$ cat config.mk
export PLATFORM = sky130hd
export DESIGN_NAME = rlc_link_core_ctrl
export DESIGN_NICKNAME = d
export VERILOG_FILES = /design/src/hdl/rlc_pkg.sv /design/src/hdl/rlc_cmd_bit.sv /design/src/hdl/rlc_ahb_front.sv /design/src/hdl/rlc_link_core_ctrl.sv
export SDC_FILE = /design/constraint.sdc
export NUM_CORES = 1
export LEC_CHECK = 0
export ABC_AREA = 1
export BUFFER_PORTS_ARGS = -buffer_cell sky130_fd_sc_hd__buf_4
export CORE_AREA = 3 3 72 74
export CTS_CLUSTER_DIAMETER = 150
export DETAILED_ROUTE_END_ITERATION = 12
export DIE_AREA = 0 0 75 77
export GPL_ROUTABILITY_DRIVEN = 0
export PLACE_DENSITY = 0.75
export SYNTH_ARGS = -nofsm -noshare
export SYNTH_HDL_FRONTEND = slang
export SYNTH_SLANG_ARGS = --single-unit
$ cat constraint.sdc
create_clock -name clk -period 1.3 [get_ports clk]
set_input_delay 0 -clock clk [delete_from_list [all_inputs] [get_ports clk]]
set_output_delay 0 -clock clk [all_outputs]
set_load 0.05 [all_outputs]
$ cat src/hdl/rlc_pkg.sv
// shared constants and types for the link core command bits
package rlc_pkg;

    // ----------------------------------------
    // register map
    // ----------------------------------------
    localparam logic [31:0] LINK_CORE_CONTROL_ADDR = 32'h0400_0000;
    localparam logic [31:0] LINK_CORE_CONTROL_RESET = 32'h0000_0000;
    localparam int NUM_CMD = 5;
    // command slots and their bit positions in link_core_control
    localparam int CMD_CORE_RST = 0;
    localparam int CMD_TG_RST = 1;
    localparam int CMD_REG_RST = 2;
    localparam int CMD_RF_ABORT = 3;
    localparam int CMD_ADV_ABORT = 4;
    localparam int CMD_POS [0:4] = '{31, 30, 29, 26, 25};

    // ----------------------------------------
    // bus constants
    // ----------------------------------------
    localparam logic [1:0] HTRANS_NONSEQ = 2'h2;
    localparam logic [2:0] HSIZE_WORD = 3'h2;
    localparam logic HRESP_OKAY = 1'h0;

    // ----------------------------------------
    // timing
    // ----------------------------------------
    localparam int CLK_PERIOD_NS = 8;
    localparam int RST_PULSE_NS = 32;
    localparam int RST_PULSE_CYCLES = (RST_PULSE_NS + CLK_PERIOD_NS - 1) / CLK_PERIOD_NS;
    localparam int CNT_W = 3;

    // ----------------------------------------
    // types
    // ----------------------------------------
    typedef enum logic [1:0] {RLC_TEST_NONE, RLC_TEST_INF_TX, RLC_TEST_INF_RX} rlc_test_mode_t;
    typedef enum logic [1:0] {RLC_AB_IDLE, RLC_AB_TX_BYTE, RLC_AB_TX_CRC, RLC_AB_RX_PKT} rlc_abort_state_t;

    // status from the packet controller
    typedef struct packed {
        rlc_test_mode_t mode;
        logic byteEnd;
        logic crcDone;
        logic aaSeen;
        logic pktEnd;
    } rlc_pc_status_t;

    // orders to the packet controller
    typedef struct packed {
        logic stopPkt;
        logic finishCrc;
        logic radioOff;
    } rlc_pc_ctrl_t;

    // reset and abort requests to the rest of the core
    typedef struct packed {
        logic coreRst;
        logic tgRst;
        logic regRst;
        logic advAbort;
    } rlc_core_ctrl_t;

endpackage : rlc_pkg

$ cat src/hdl/rlc_cmd_bit.sv
// one self-clearing command bit with optional fixed-length action
`timescale 1ns/10ps
`default_nettype none
module rlc_cmd_bit #(
    parameter bit USE_TIMER = 1'b1
) (
    input wire logic clk,
    input wire logic srst,
    input wire logic setCmd,
    input wire logic clrCmd,
    input wire logic doneIn,
    output logic cmdOut,
    output logic doneOut
);
    logic cmdFf, nxt_cmdFf;
    logic [rlc_pkg::CNT_W-1:0] cntFf, nxt_cntFf;
    logic finish;

    // ----------------------------------------
    // next state: set beats a clear in the same cycle
    // ----------------------------------------
    always_comb begin
        if (USE_TIMER) begin
            finish = cmdFf && (cntFf == rlc_pkg::CNT_W'(rlc_pkg::RST_PULSE_CYCLES - 1));
        end else begin
            finish = cmdFf && doneIn;
        end
        nxt_cmdFf = cmdFf;
        nxt_cntFf = cmdFf ? cntFf + 1'b1 : cntFf;
        if (finish || clrCmd) begin
            nxt_cmdFf = 1'b0;
            nxt_cntFf = '0;
        end
        // a fresh write restarts the action once the old one is over
        if (setCmd) begin
            nxt_cmdFf = 1'b1;
            if (!cmdFf || finish || clrCmd) begin
                nxt_cntFf = '0;
            end
        end
    end

    // registers
    always_ff @(posedge clk) begin
        if (srst) begin
            cmdFf <= 1'b0;
            cntFf <= '0;
        end else begin
            cmdFf <= nxt_cmdFf;
            cntFf <= nxt_cntFf;
        end
    end

    assign cmdOut = cmdFf;
    assign doneOut = finish;
endmodule : rlc_cmd_bit
`default_nettype wire

$ cat src/hdl/rlc_ahb_front.sv
// ahb-lite slave front end for the single control word
`timescale 1ns/10ps
`default_nettype none
module rlc_ahb_front (
    input wire logic clk,
    input wire logic srst,
    input wire logic hsel,
    input wire logic [31:0] haddr,
    input wire logic [1:0] htrans,
    input wire logic hwrite,
    input wire logic [2:0] hsize,
    input wire logic hready,
    output logic hreadyout,
    output logic hresp,
    output logic [31:0] hrdata,
    input wire logic [31:0] regRdVal,
    output logic wrEn
);
    logic wrFf, nxt_wrFf;
    logic [31:0] rdFf, nxt_rdFf;
    logic take, hit;

    // ----------------------------------------
    // address phase decode
    // ----------------------------------------
    // unmapped or narrow accesses read zero and write nothing
    always_comb begin
        take = hsel && (htrans == rlc_pkg::HTRANS_NONSEQ) && hready;
        hit = take && (haddr == rlc_pkg::LINK_CORE_CONTROL_ADDR) && (hsize == rlc_pkg::HSIZE_WORD);
        nxt_wrFf = hit && hwrite;
        nxt_rdFf = rdFf;
        if (take) begin
            nxt_rdFf = (hit && !hwrite) ? regRdVal : 32'h0000_0000;
        end
    end

    // registers
    always_ff @(posedge clk) begin
        if (srst) begin
            wrFf <= 1'b0;
            rdFf <= 32'h0000_0000;
        end else begin
            wrFf <= nxt_wrFf;
            rdFf <= nxt_rdFf;
        end
    end

    // zero wait states, always okay
    assign hreadyout = 1'b1;
    assign hresp = rlc_pkg::HRESP_OKAY;
    assign hrdata = rdFf;
    assign wrEn = wrFf;

endmodule : rlc_ahb_front
`default_nettype wire

$ cat src/hdl/rlc_link_core_ctrl.sv
// command bits of the link core control register with rf test abort sequencing
//
// Implementation choice: the AHB-Lite slave port.
`timescale 1ns/10ps
`default_nettype none
// What this block does
// - writing one to bit 31 resets the core except registers and timing generator
// - writing one to bit 30 resets only the timing generator, then clears
// - writing one to bit 29 returns register block to reset, then clears
// - writing one to bit 26 aborts current rf test, then clears; zero ignored
// - continuous transmit abort finishes current byte and checksum before stopping
// - continuous receive abort waits for packet end if access address seen, else radio off
// - writing one to bit 25 aborts advertising event, then clears; zero ignored
module rlc_link_core_ctrl (
    input wire logic clk,
    input wire logic srst,
    input wire logic hsel,
    input wire logic [31:0] haddr,
    input wire logic [1:0] htrans,
    input wire logic hwrite,
    input wire logic [2:0] hsize,
    input wire logic [31:0] hwdata,
    input wire logic hready,
    output logic hreadyout,
    output logic hresp,
    output logic [31:0] hrdata,
    input wire rlc_pkg::rlc_pc_status_t pcStatus,
    input wire logic advAbortDone,
    output rlc_pkg::rlc_pc_ctrl_t pcCtrl,
    output rlc_pkg::rlc_core_ctrl_t coreCtrl
);

    // ----------------------------------------
    // declarations
    // ----------------------------------------
    logic wrEn;
    logic [31:0] regRdVal;
    logic [rlc_pkg::NUM_CMD-1:0] cmdVec;
    logic [rlc_pkg::NUM_CMD-1:0] setVec;
    logic [rlc_pkg::NUM_CMD-1:0] doneVec;
    logic [rlc_pkg::NUM_CMD-1:0] finVec;
    logic regClr;
    logic abortSrst;
    logic accept;
    rlc_pkg::rlc_abort_state_t stateFf, nxt_stateFf;
    logic stopFf, nxt_stopFf;
    logic crcFf, nxt_crcFf;
    logic offFf, nxt_offFf;
    logic rfDoneFf, nxt_rfDoneFf;

    // ----------------------------------------
    // register read value
    // ----------------------------------------
    // places each command bit at its word position, all else zero
    function automatic logic [31:0] pack_cmds(input logic [rlc_pkg::NUM_CMD-1:0] c);
        logic [31:0] w;
        w = rlc_pkg::LINK_CORE_CONTROL_RESET;
        for (int i = 0; i < rlc_pkg::NUM_CMD; i++) begin
            w[rlc_pkg::CMD_POS[i]] = c[i];
        end
        return w;
    endfunction : pack_cmds

    // reserved and unused bits stay zero
    assign regRdVal = pack_cmds(cmdVec);

    // ----------------------------------------
    // bus slave
    // ----------------------------------------
    rlc_ahb_front u_front (
        .clk(clk),
        .srst(srst),
        .hsel(hsel),
        .haddr(haddr),
        .htrans(htrans),
        .hwrite(hwrite),
        .hsize(hsize),
        .hready(hready),
        .hreadyout(hreadyout),
        .hresp(hresp),
        .hrdata(hrdata),
        .regRdVal(regRdVal),
        .wrEn(wrEn)
    );

    // ----------------------------------------
    // command bits
    // ----------------------------------------
    // only ones written start an action; zeros are ignored
    always_comb begin
        for (int i = 0; i < rlc_pkg::NUM_CMD; i++) begin
            setVec[i] = wrEn && hwdata[rlc_pkg::CMD_POS[i]];
        end
    end

    // completion sources of the two abort bits
    always_comb begin
        doneVec = '0;
        doneVec[rlc_pkg::CMD_RF_ABORT] = rfDoneFf;
        doneVec[rlc_pkg::CMD_ADV_ABORT] = advAbortDone;
    end

    // register block reset ends by clearing every command bit
    assign regClr = finVec[rlc_pkg::CMD_REG_RST];

    // the three reset bits run a fixed pulse, the aborts wait for completion
    generate
        for (genvar g = 0; g < rlc_pkg::NUM_CMD; g++) begin : g_cmd
            rlc_cmd_bit #(
                .USE_TIMER(g <= rlc_pkg::CMD_REG_RST)
            ) u_bit (
                .clk(clk),
                .srst(srst),
                .setCmd(setVec[g]),
                .clrCmd(regClr),
                .doneIn(doneVec[g]),
                .cmdOut(cmdVec[g]),
                .doneOut(finVec[g])
            );
        end
    endgenerate

    // ----------------------------------------
    // reset and abort requests
    // ----------------------------------------
    // levels straight from the command flip-flops
    always_comb begin
        coreCtrl.coreRst = cmdVec[rlc_pkg::CMD_CORE_RST];
        coreCtrl.tgRst = cmdVec[rlc_pkg::CMD_TG_RST];
        coreCtrl.regRst = cmdVec[rlc_pkg::CMD_REG_RST];
        coreCtrl.advAbort = cmdVec[rlc_pkg::CMD_ADV_ABORT];
    end

    // ----------------------------------------
    // rf test abort sequencer
    // ----------------------------------------
    // the sequencer is core logic, so the core soft reset clears it too
    assign abortSrst = srst || cmdVec[rlc_pkg::CMD_CORE_RST];

    // done flop still high blocks a second take of the same request
    assign accept = cmdVec[rlc_pkg::CMD_RF_ABORT] && (stateFf == rlc_pkg::RLC_AB_IDLE) && !rfDoneFf;

    // next state and the orders to the packet controller
    always_comb begin
        nxt_stateFf = stateFf;
        nxt_stopFf = 1'b0;
        nxt_crcFf = crcFf;
        nxt_offFf = 1'b0;
        nxt_rfDoneFf = 1'b0;
        unique case (stateFf)
            rlc_pkg::RLC_AB_IDLE: begin
                if (accept) begin
                    if (pcStatus.mode == rlc_pkg::RLC_TEST_INF_TX) begin
                        nxt_stateFf = rlc_pkg::RLC_AB_TX_BYTE;
                    end else if (pcStatus.mode == rlc_pkg::RLC_TEST_INF_RX && pcStatus.aaSeen) begin
                        nxt_stateFf = rlc_pkg::RLC_AB_RX_PKT;
                    end else if (pcStatus.mode == rlc_pkg::RLC_TEST_INF_RX) begin
                        nxt_offFf = 1'b1;
                        nxt_stopFf = 1'b1;
                        nxt_rfDoneFf = 1'b1;
                    end else begin
                        // no test running: nothing to stop
                        nxt_rfDoneFf = 1'b1;
                    end
                end
            end
            rlc_pkg::RLC_AB_TX_BYTE: begin
                // byte in flight is never cut short
                if (pcStatus.byteEnd) begin
                    nxt_crcFf = 1'b1;
                    nxt_stateFf = rlc_pkg::RLC_AB_TX_CRC;
                end
            end
            rlc_pkg::RLC_AB_TX_CRC: begin
                if (pcStatus.crcDone) begin
                    nxt_crcFf = 1'b0;
                    nxt_stopFf = 1'b1;
                    nxt_rfDoneFf = 1'b1;
                    nxt_stateFf = rlc_pkg::RLC_AB_IDLE;
                end
            end
            rlc_pkg::RLC_AB_RX_PKT: begin
                if (pcStatus.pktEnd) begin
                    nxt_stopFf = 1'b1;
                    nxt_offFf = 1'b1;
                    nxt_rfDoneFf = 1'b1;
                    nxt_stateFf = rlc_pkg::RLC_AB_IDLE;
                end
            end
        endcase
    end

    // sequencer registers
    always_ff @(posedge clk) begin
        if (abortSrst) begin
            stateFf <= rlc_pkg::RLC_AB_IDLE;
            stopFf <= 1'b0;
            crcFf <= 1'b0;
            offFf <= 1'b0;
            rfDoneFf <= 1'b0;
        end else begin
            stateFf <= nxt_stateFf;
            stopFf <= nxt_stopFf;
            crcFf <= nxt_crcFf;
            offFf <= nxt_offFf;
            rfDoneFf <= nxt_rfDoneFf;
        end
    end

    // packet controller orders
    always_comb begin
        pcCtrl.stopPkt = stopFf;
        pcCtrl.finishCrc = crcFf;
        pcCtrl.radioOff = offFf;
    end
endmodule : rlc_link_core_ctrl
`default_nettype wire

==> impl_summary.txt, run 1 <==
----------------------------------------------------
[Clock tree]
  Source-to-sink clock delay at the later pin of the worst-skew pair ... 0.27 ns
  Clock edge transition at the registers on the reported setup and hold paths ... 0.10 ns
  Clock tree from TritonCTS ... done
  Number of clock sinks ... 26
  Bufs on Longest Clock Path ... 2
  CTS HTree Levels ... 1
  CTS root buf ... clkbuf_8
  Post-CTS Setup Inserts ... 0
  Number of buffers inserted during clock tree synthesis ... 3

[Placement]
  Number of buffers added on ports ... 65
  Setup WS pre-CTS ... -0.0741 ns
  Placed insts ... 345
  Placed wire-length estimate after detailed placement ... 3.23 mm

[Synthesis]
  Portion of synthesized cell area occupied by the leading cell type ... 30.7%
  Synthesized-area fraction occupied by ao, oa, aoi and oai cells ... 12.2%
  Cells taking the most area after synthesis ... dfxtp_1, buf_4, ha_1, nor2_1, nand2_1
  Register bit total from synthesis ... 26
  Post-synthesis share of cell area spent on and, or, nand and nor gates ... 23.6%
  Area share of xor/xnor cells in the synthesized design ... 1.03%
  Area share of fa/ha/maj cells after synthesis ... 8.11%
  Distinct cell type count after synthesis ... 32
  Leading area contributor after synthesis ... dfxtp_1
  Fraction of synthesized area in multiplexers ... 1.18%
  Proportion of synthesized chip area in sequential cells ... 30.7%
  YS warnings ... 0
  Gate count after technology mapping ... 228
  Post-Synthesis Cell Area ... 0.00170 sq mm
  Dominant combinational cell family by area after synthesis ... simple AND/OR/NAND/NOR gates
  Syn Area/Cell ... 7.45 sq um

[Drt]
  Number of antenna-violating nets in the routed design ... 0
  Detailed-router iteration count before antenna repair ... 4
  # DRC ... 0
  Post-detailed-routing wire length ... 4.02 mm
  Routed via count ... 1588
  Wire length per cell after detailed routing ... 11.3 um
  Via density ... 4.49
  Initial DRC Count ... 51

[STA]
  Final Hold Violating Endpoints ... 0
  Total Negative Setup Slacks ... 0 ns
  Hold Slack ... 0.0349 ns
  Final count of pins violating max slew ... 0
  Setup repair after global routing missed its margin ... yes
  Min Tclk post-route ... 1.30 ns
  Final setup violation count ... 0
  Worst Clk Skew ... 0.00851 ns
  Worst path setup slack after routing ... 0.00273 ns
  Highest achievable clock rate ... 771 MHz
  Final period utilization ... 99.8%

[Hold path]
  Hold crit path type ... in2reg

[Layout]
  Synth-to-Final Area Change ... 39.5%
  Share of final-layout standard cells stronger than drive strength 1 ... 36.7%
  Multi-input gate area in the final layout ... 987 sq um
  Antenna fix cells ... 0
  Net count reported at finish ... 393
  Combined flip-flop and latch cell area ... 526 sq um
  Post-route non-filler standard cell count ... 354
  Fill cell instance count of the final layout ... 456

[Pwr]
  Static power due to leakage ... 1.09 nW
  Pwr per Cell Area ... 1060 mW/mm^2
  Maximum vdd drop ... 0.953 mV
  Total power ... 2.50 mW

[Global route]
  Number of antenna violations at the first check in global routing ... 0
  Aggregate global-route resource usage ... 12.8%
  M2 GR Usage ... 24.7%
  Overflow after GRT ... 0
  Met3 routing resource usage after global routing ... 2.62%
  Vias in the first global route ... 1465
  Maximum number of pins on one net before global-route repair ... 16
  Global-route track usage on met1 ... 13.8%
  Top Usage Layer GRT ... met2
  Wire length of the first global-routing pass ... 5.93 mm

[Critical path]
  Worst-path cell chain ... ha_4, ha_4, nand2_4, inv_4, nor3_4, o2111ai_2, nor2_1
  CP max-delay cell ... dfxtp_2
  Delay of the slowest cell on the worst path ... 0.35 ns
  Sort of element at the end of the critical path ... register
  Cell family with most CP delay ... flip-flops
  Number of buffers and inverters on the critical path ... 1
  Required time of the worst setup path ... 1.51 ns
  Biggest fanout along the worst timing path ... 3
  Type of the worst setup path ... reg2reg
  Cell mode on critical path ... ha_4
  Data arrival time of the critical path ... 1.50 ns
  Worst setup SP type ... register

[Status]
  Outcome ... finished clean

[Die]
  Starting Density ... 36.4%
  Overall die height ... 77 um
  Number of placement rows ... 25
  I/O Pins ... 122
  Area of the placeable core ... 0.00466 sq mm
  Width of the die ... 75 um
  Die area ... 0.00578 sq mm

[Flow run]
  Max-capacitance violation count ... 0

----------------------------------------------------
where the power goes:
part	switching (mW)	internal (mW)	total, mW	leakage (nW)
clock	0.258	0.412	0.670	0.0357
sequential	0.0318	0.852	0.883	0.212
combinational	0.572	0.373	0.945	0.843
total	0.863	1.64	2.50	1.09
metrics by stage:
step                      instance area (sq um)  util, %
final                                      2370     50.8
after global routing                       2370     50.8
after CTS                                  2350     50.4
after detailed placement                   2140     46.0
after global placement                     2140     46.0
after floorplan                            1800        -
per-layer routing:
layer / up-vias / wire (um) / share of wire, %
met3: 2 / 393 / 9.8
met2: 70 / 2110 / 52
met1: 699 / 1500 / 37
li1: 817 / - / -
met5: - / 0 / 0
met4: 0 / 19 / 0.47
final timing paths:
| path | from | to | slack (ns) | cells after the start |
|---|---|---|---|---|
| setup reg to reg | g_cmd[2].u_bit.cntFf[1] | g_cmd[0].u_bit.cntFf[0] | 0.003 | 7 |
| hold reg to reg | g_cmd[3].u_bit.cmdOut | u_front.hrdata[26] | 0.50 | 2 |
| hold / removal | hwdata[30] | g_cmd[1].u_bit.cmdOut | 0.03 | 3 |
| setup / recovery | g_cmd[2].u_bit.cntFf[1] | g_cmd[0].u_bit.cntFf[0] | 0.003 | 7 |
final cells by class:
cell class                 count  share of cell area (%)
clock buffer                   3                    1.74
clock inverter                 1                    1.27
multi-input combinational    164                    41.7
timing repair buffer          81                    26.2
sequential                    26                    22.2
tap                           54                    2.85
inverter                      25                    4.07
what timing repair did:
action | CTS | global route
endpoints found under the setup margin | 10 | 11
endpoints found under the hold margin | 10 | 0
pin swaps | 7 | 12
hold buffers | 5 | 0
resized for setup | 21 | 7
cell families after synthesis:
family,after synthesis
xor+xnor,2
simple gates,85
fa+ha+maj,11
other cells,2
buf+inv,65
flops,26
mux,2
compound gates,35
worst min-delay path, stage by stage:
cell,delay (ns)
buf_4,0.11
nand2_1,0.08
a21oi_1,0.07
cells in the mapped netlist:
master,number
o21a_1,2
o2111ai_1,2
a22oi_1,1
nor3b_2,1
or2_4,1
ha_1,11
nand2_2,1
nand3_1,5
buf_2,1
o21ai_0,10
conb_1,2
o21bai_1,1
nor2_4,2
buf_4,38
nor2_1,32
and2_0,1
nor3_1,1
a31oi_1,2
nand2_1,30
nand3b_1,1
nor2_2,1
inv_1,25
nor3_2,3
nand4_1,6
clkbuf_1,1
dfxtp_1,26
a22o_1,1
a221oi_1,1
o21ai_2,1
xnor2_1,2
mux2i_1,2
a21oi_1,14
cells in the final DEF, fill, tap and decap left out, drive strengths merged:
cell type / n
o2111ai: 2
nor3b: 1
clkbuf: 3
nand4: 6
inv: 25
a22o: 1
a22oi: 1
nor3: 4
bufinv: 1
a31oi: 2
and2: 1
o21a: 2
nand3b: 1
nor2: 35
a221oi: 1
dlygate4sd3: 5
conb: 29
o21ai: 11
dfxtp: 26
o21bai: 1
nand2: 31
nand3: 5
a21oi: 14
mux2i: 2
or2: 1
ha: 11
buf: 76
xnor2: 2
flip-flops by register name (all words and copies together) (netlist names):
name / count
crcFf: 1
offFf: 1
stateFf: 2
u_front.wrEn: 1
u_front.hrdata: 5
g_cmd.u_bit.cntFf: 9
g_cmd.u_bit.cmdOut: 5
rfDoneFf: 1
stopFf: 1
(Power assumes the default switching activity.)
==> run 2: changes to the inputs <==
HOLD_SLACK_MARGIN = 0.12   (was not set)
==> run 2 against run 1 <==
Register-to-register slack about the same; final cell count increased by 3.1%; design area up 4.5%; sequential share of layout area down 0.95 points; non-clock buffer count increased by 11; utilization rose by 2.3 points; first-iteration DRC count increased by 7.8%; count of clock-buffer cells in the layout unchanged; total power is 0.86% higher; routed wire length rose by 2.5%; fmax is 0.10% lower; critical path type unchanged; largest cell class unchanged; highest routed layer unchanged.
==> impl_summary.txt, run 2 (synthesis results as in run 1) <==
----------------------------------------------------
[Layout]
  Top library cells by usage in the layout, fill and taps aside ... buf_4, nor2_1, nand2_1 (unchanged)
  Cell area after layout ... 0.00247 sq mm (was 0.00237 sq mm)
  Register containing the most flip-flops in the final layout ... g_cmd.u_bit.cntFf (unchanged)
  Antenna fix cells ... 0 (unchanged)
  Net count reported at finish ... 404 (was 393)
  Share of final-layout standard cells stronger than drive strength 1 ... 37.3% (was 36.7%)
  Synth-to-Final Area Change ... 45.8% (was 39.5%)
  Most common cell after layout, fill and taps aside ... buf_4 (unchanged)
  Max reg flops ... 9 (unchanged)

[Clock tree]
  CTS HTree Levels ... 1 (unchanged)
  Bufs on Longest Clock Path ... 2 (unchanged)
  Clock edge transition at the registers on the reported setup and hold paths ... 0.10 ns (about the same)
  Number of clock sinks ... 26 (unchanged)
  Source-to-sink clock delay at the later pin of the worst-skew pair ... 0.27 ns (about the same)
  Number of buffers inserted during clock tree synthesis ... 3 (unchanged)
  CTS root buf ... clkbuf_8 (unchanged)
  Clock tree from TritonCTS ... done (unchanged)

[Drt]
  Post-detailed-routing wire length ... 4.12 mm (was 4.02 mm)
  Wire length per cell after detailed routing ... 11.3 um (about the same)
  Initial DRC Count ... 55 (was 51)
  Number of antenna-violating nets in the routed design ... 0 (unchanged)
  # DRC ... 0 (unchanged)
  Via density ... 4.47 (was 4.49)
  Detailed-router iteration count before antenna repair ... 4 (unchanged)
  Routed via count ... 1630 (was 1588)

[Pwr]
  Internal power ... 1.65 mW (was 1.64 mW)
  Net load switching power ... 868 uW (was 863 uW)
  Static power due to leakage ... 1.14 nW (was 1.09 nW)
  Relative contribution of sequential cells to total power ... 35.1% (was 35.4%)
  Pwr per Cell Area ... 1020 mW/mm^2 (was 1060 mW/mm^2)
  Total power ... 2.52 mW (was 2.50 mW)
  Relative contribution of the clock network to total power ... 26.6% (was 26.8%)
  Maximum vdd drop ... 0.953 mV (about the same)
  Comb pwr share ... 38.3% (was 37.8%)
  Fraction of power spent switching nets ... 34.4% (was 34.5%)

[Status]
  Outcome ... finished clean (unchanged)

[Critical path]
  Biggest fanout along the worst timing path ... 3 (unchanged)
  CP max-delay cell ... dfxtp_2 (unchanged)
  Data arrival time of the critical path ... 1.50 ns (about the same)
  Sort of element at the end of the critical path ... register (unchanged)
  Worst setup SP type ... register (unchanged)
  Cell mode on critical path ... ha_4 (unchanged)
  Worst reg2reg endpoint ... g_cmd[0].u_bit.cntFf[0] (unchanged)
  Number of buffers and inverters on the critical path ... 1 (unchanged)
  Delay of the slowest cell on the worst path ... 0.35 ns (about the same)
  Register-to-register setup slack ... 0.001 ns (was 0.003 ns)
  FF-to-FF Start ... g_cmd[2].u_bit.cntFf[1] (unchanged)
  Worst-case reg-to-reg path depth ... 7 (unchanged)
  Cell family with most CP delay ... flip-flops (unchanged)
  Type of the worst setup path ... reg2reg (unchanged)
  WP depth ... 7 (unchanged)
  Worst-path cell chain ... ha_4, ha_4, nand2_4, inv_4, nor3_4, o2111ai_2, nor2_1 (unchanged)
  Required time of the worst setup path ... 1.50 ns (was 1.51 ns)

[STA]
  Hold Slack ... 0.137 ns (was 0.0349 ns)
  Final period utilization ... 99.9% (was 99.8%)
  Highest achievable clock rate ... 770 MHz (was 771 MHz)
  Setup repair after global routing missed its margin ... yes (unchanged)
  Final Hold Violating Endpoints ... 0 (unchanged)
  Final setup violation count ... 0 (unchanged)
  Min Tclk post-route ... 1.30 ns (about the same)
  Final count of pins violating max slew ... 0 (unchanged)
  Worst Clk Skew ... 0.00939 ns (was 0.00851 ns)
  Worst path setup slack after routing ... 0.00141 ns (was 0.00273 ns)

[Die]
  I/O Pins ... 122 (unchanged)
  Width of the die ... 75 um (unchanged)
  Starting Density ... 36.4% (unchanged)
  Overall die height ... 77 um (unchanged)
  Area of the placeable core ... 0.00466 sq mm (unchanged)
  Die area ... 0.00578 sq mm (unchanged)
  Number of placement rows ... 25 (unchanged)

[Global route]
  Wire length of the first global-routing pass ... 6.06 mm (was 5.93 mm)
  Vias in the first global route ... 1490 (was 1465)
  Aggregate global-route resource usage ... 13.0% (was 12.8%)
  Number of antenna violations at the first check in global routing ... 0 (unchanged)
  Overflow after GRT ... 0 (unchanged)
  Maximum number of pins on one net before global-route repair ... 16 (unchanged)

[Placement]
  Number of buffers added on ports ... 65 (unchanged)
  Total placed instance area ... 0.00214 sq mm (unchanged)
  Placed wire-length estimate after detailed placement ... 3.23 mm (unchanged)
  Setup WS pre-CTS ... -0.0741 ns (unchanged)

[Hold path]
  Hold wc startpoint ... pcStatus[5] (was hwdata[30])
  WHS Path Cells ... 4 (was 3)
  Hold crit path type ... in2reg (unchanged)
  Endpoint with the worst hold slack ... rfDoneFf (was g_cmd[1].u_bit.cmdOut)

[Flow run]
  Max-capacitance violation count ... 0 (unchanged)

----------------------------------------------------
run 2: layer usage:
metal | global-route usage, % | vias to the layer above | part of all wire, %
met1 | 14.2 | 720 | 37
met5 | 0 | - | 0
met3 | 2.62 | 2 | 9.6
met2 | 25.1 | 70 | 53
li1 | - | 838 | -
met4 | 2.31 | 0 | 0.46
run 2: worst min-delay path, stage by stage:
cell,delay [ns]
buf_4,0.09
o21ai_0,0.09
nor2_1,0.10
o21a_1,0.11
run 2: what timing repair did:
item,in CTS,in global routing
resized for setup,21,9
endpoints found under the setup margin,10,12
endpoints found under the hold margin,17,0
buffers inserted,0,4
cloned,0,0
hold buffers,12,0
pin swaps,7,14
run 2: cell type report:
class                   count  area, sq um
multi-input cells         164          990
clock inverters             1         30.0
repair buffers             92          721
well taps                  54         67.6
fillers                   445         2190
inverters                  25          100
flip-flops and latches     26          526
clock buffers               3         41.3
run 2: power groups by stage:
stage	registers, mW	clock network (mW)	logic (mW)
6_report	0.884	0.671	0.966
5_1_grt	0.887	0.712	1.05
4_1_cts	0.879	0.684	0.927
3_5_place_dp	0.894	0	0.878
3_3_place_gp	0.891	0	0.870
2_1_floorplan	0.913	0	0.635
run 2: worst max-delay path by stage:
stage                             from                      end
2_1_floorplan               stateFf[1]               stateFf[0]
3_3_place_gp   g_cmd[2].u_bit.cntFf[0]  g_cmd[0].u_bit.cntFf[2]
3_5_place_dp   g_cmd[2].u_bit.cntFf[0]  g_cmd[1].u_bit.cntFf[0]
4_1_cts        g_cmd[2].u_bit.cntFf[1]    g_cmd[0].u_bit.cmdOut
5_1_grt        g_cmd[2].u_bit.cntFf[1]  g_cmd[0].u_bit.cntFf[0]
6_report       g_cmd[2].u_bit.cntFf[1]  g_cmd[0].u_bit.cntFf[0]
run 2: stage by stage:
step,std cells,util [%],setup TNS [ns]
after floorplan,255,-,0
after global placement,345,46.0,-0.0208
after detailed placement,345,46.0,-0.525
after CTS,361,51.9,-0.102
after global routing,365,53.1,-0.489
final,365,53.1,0
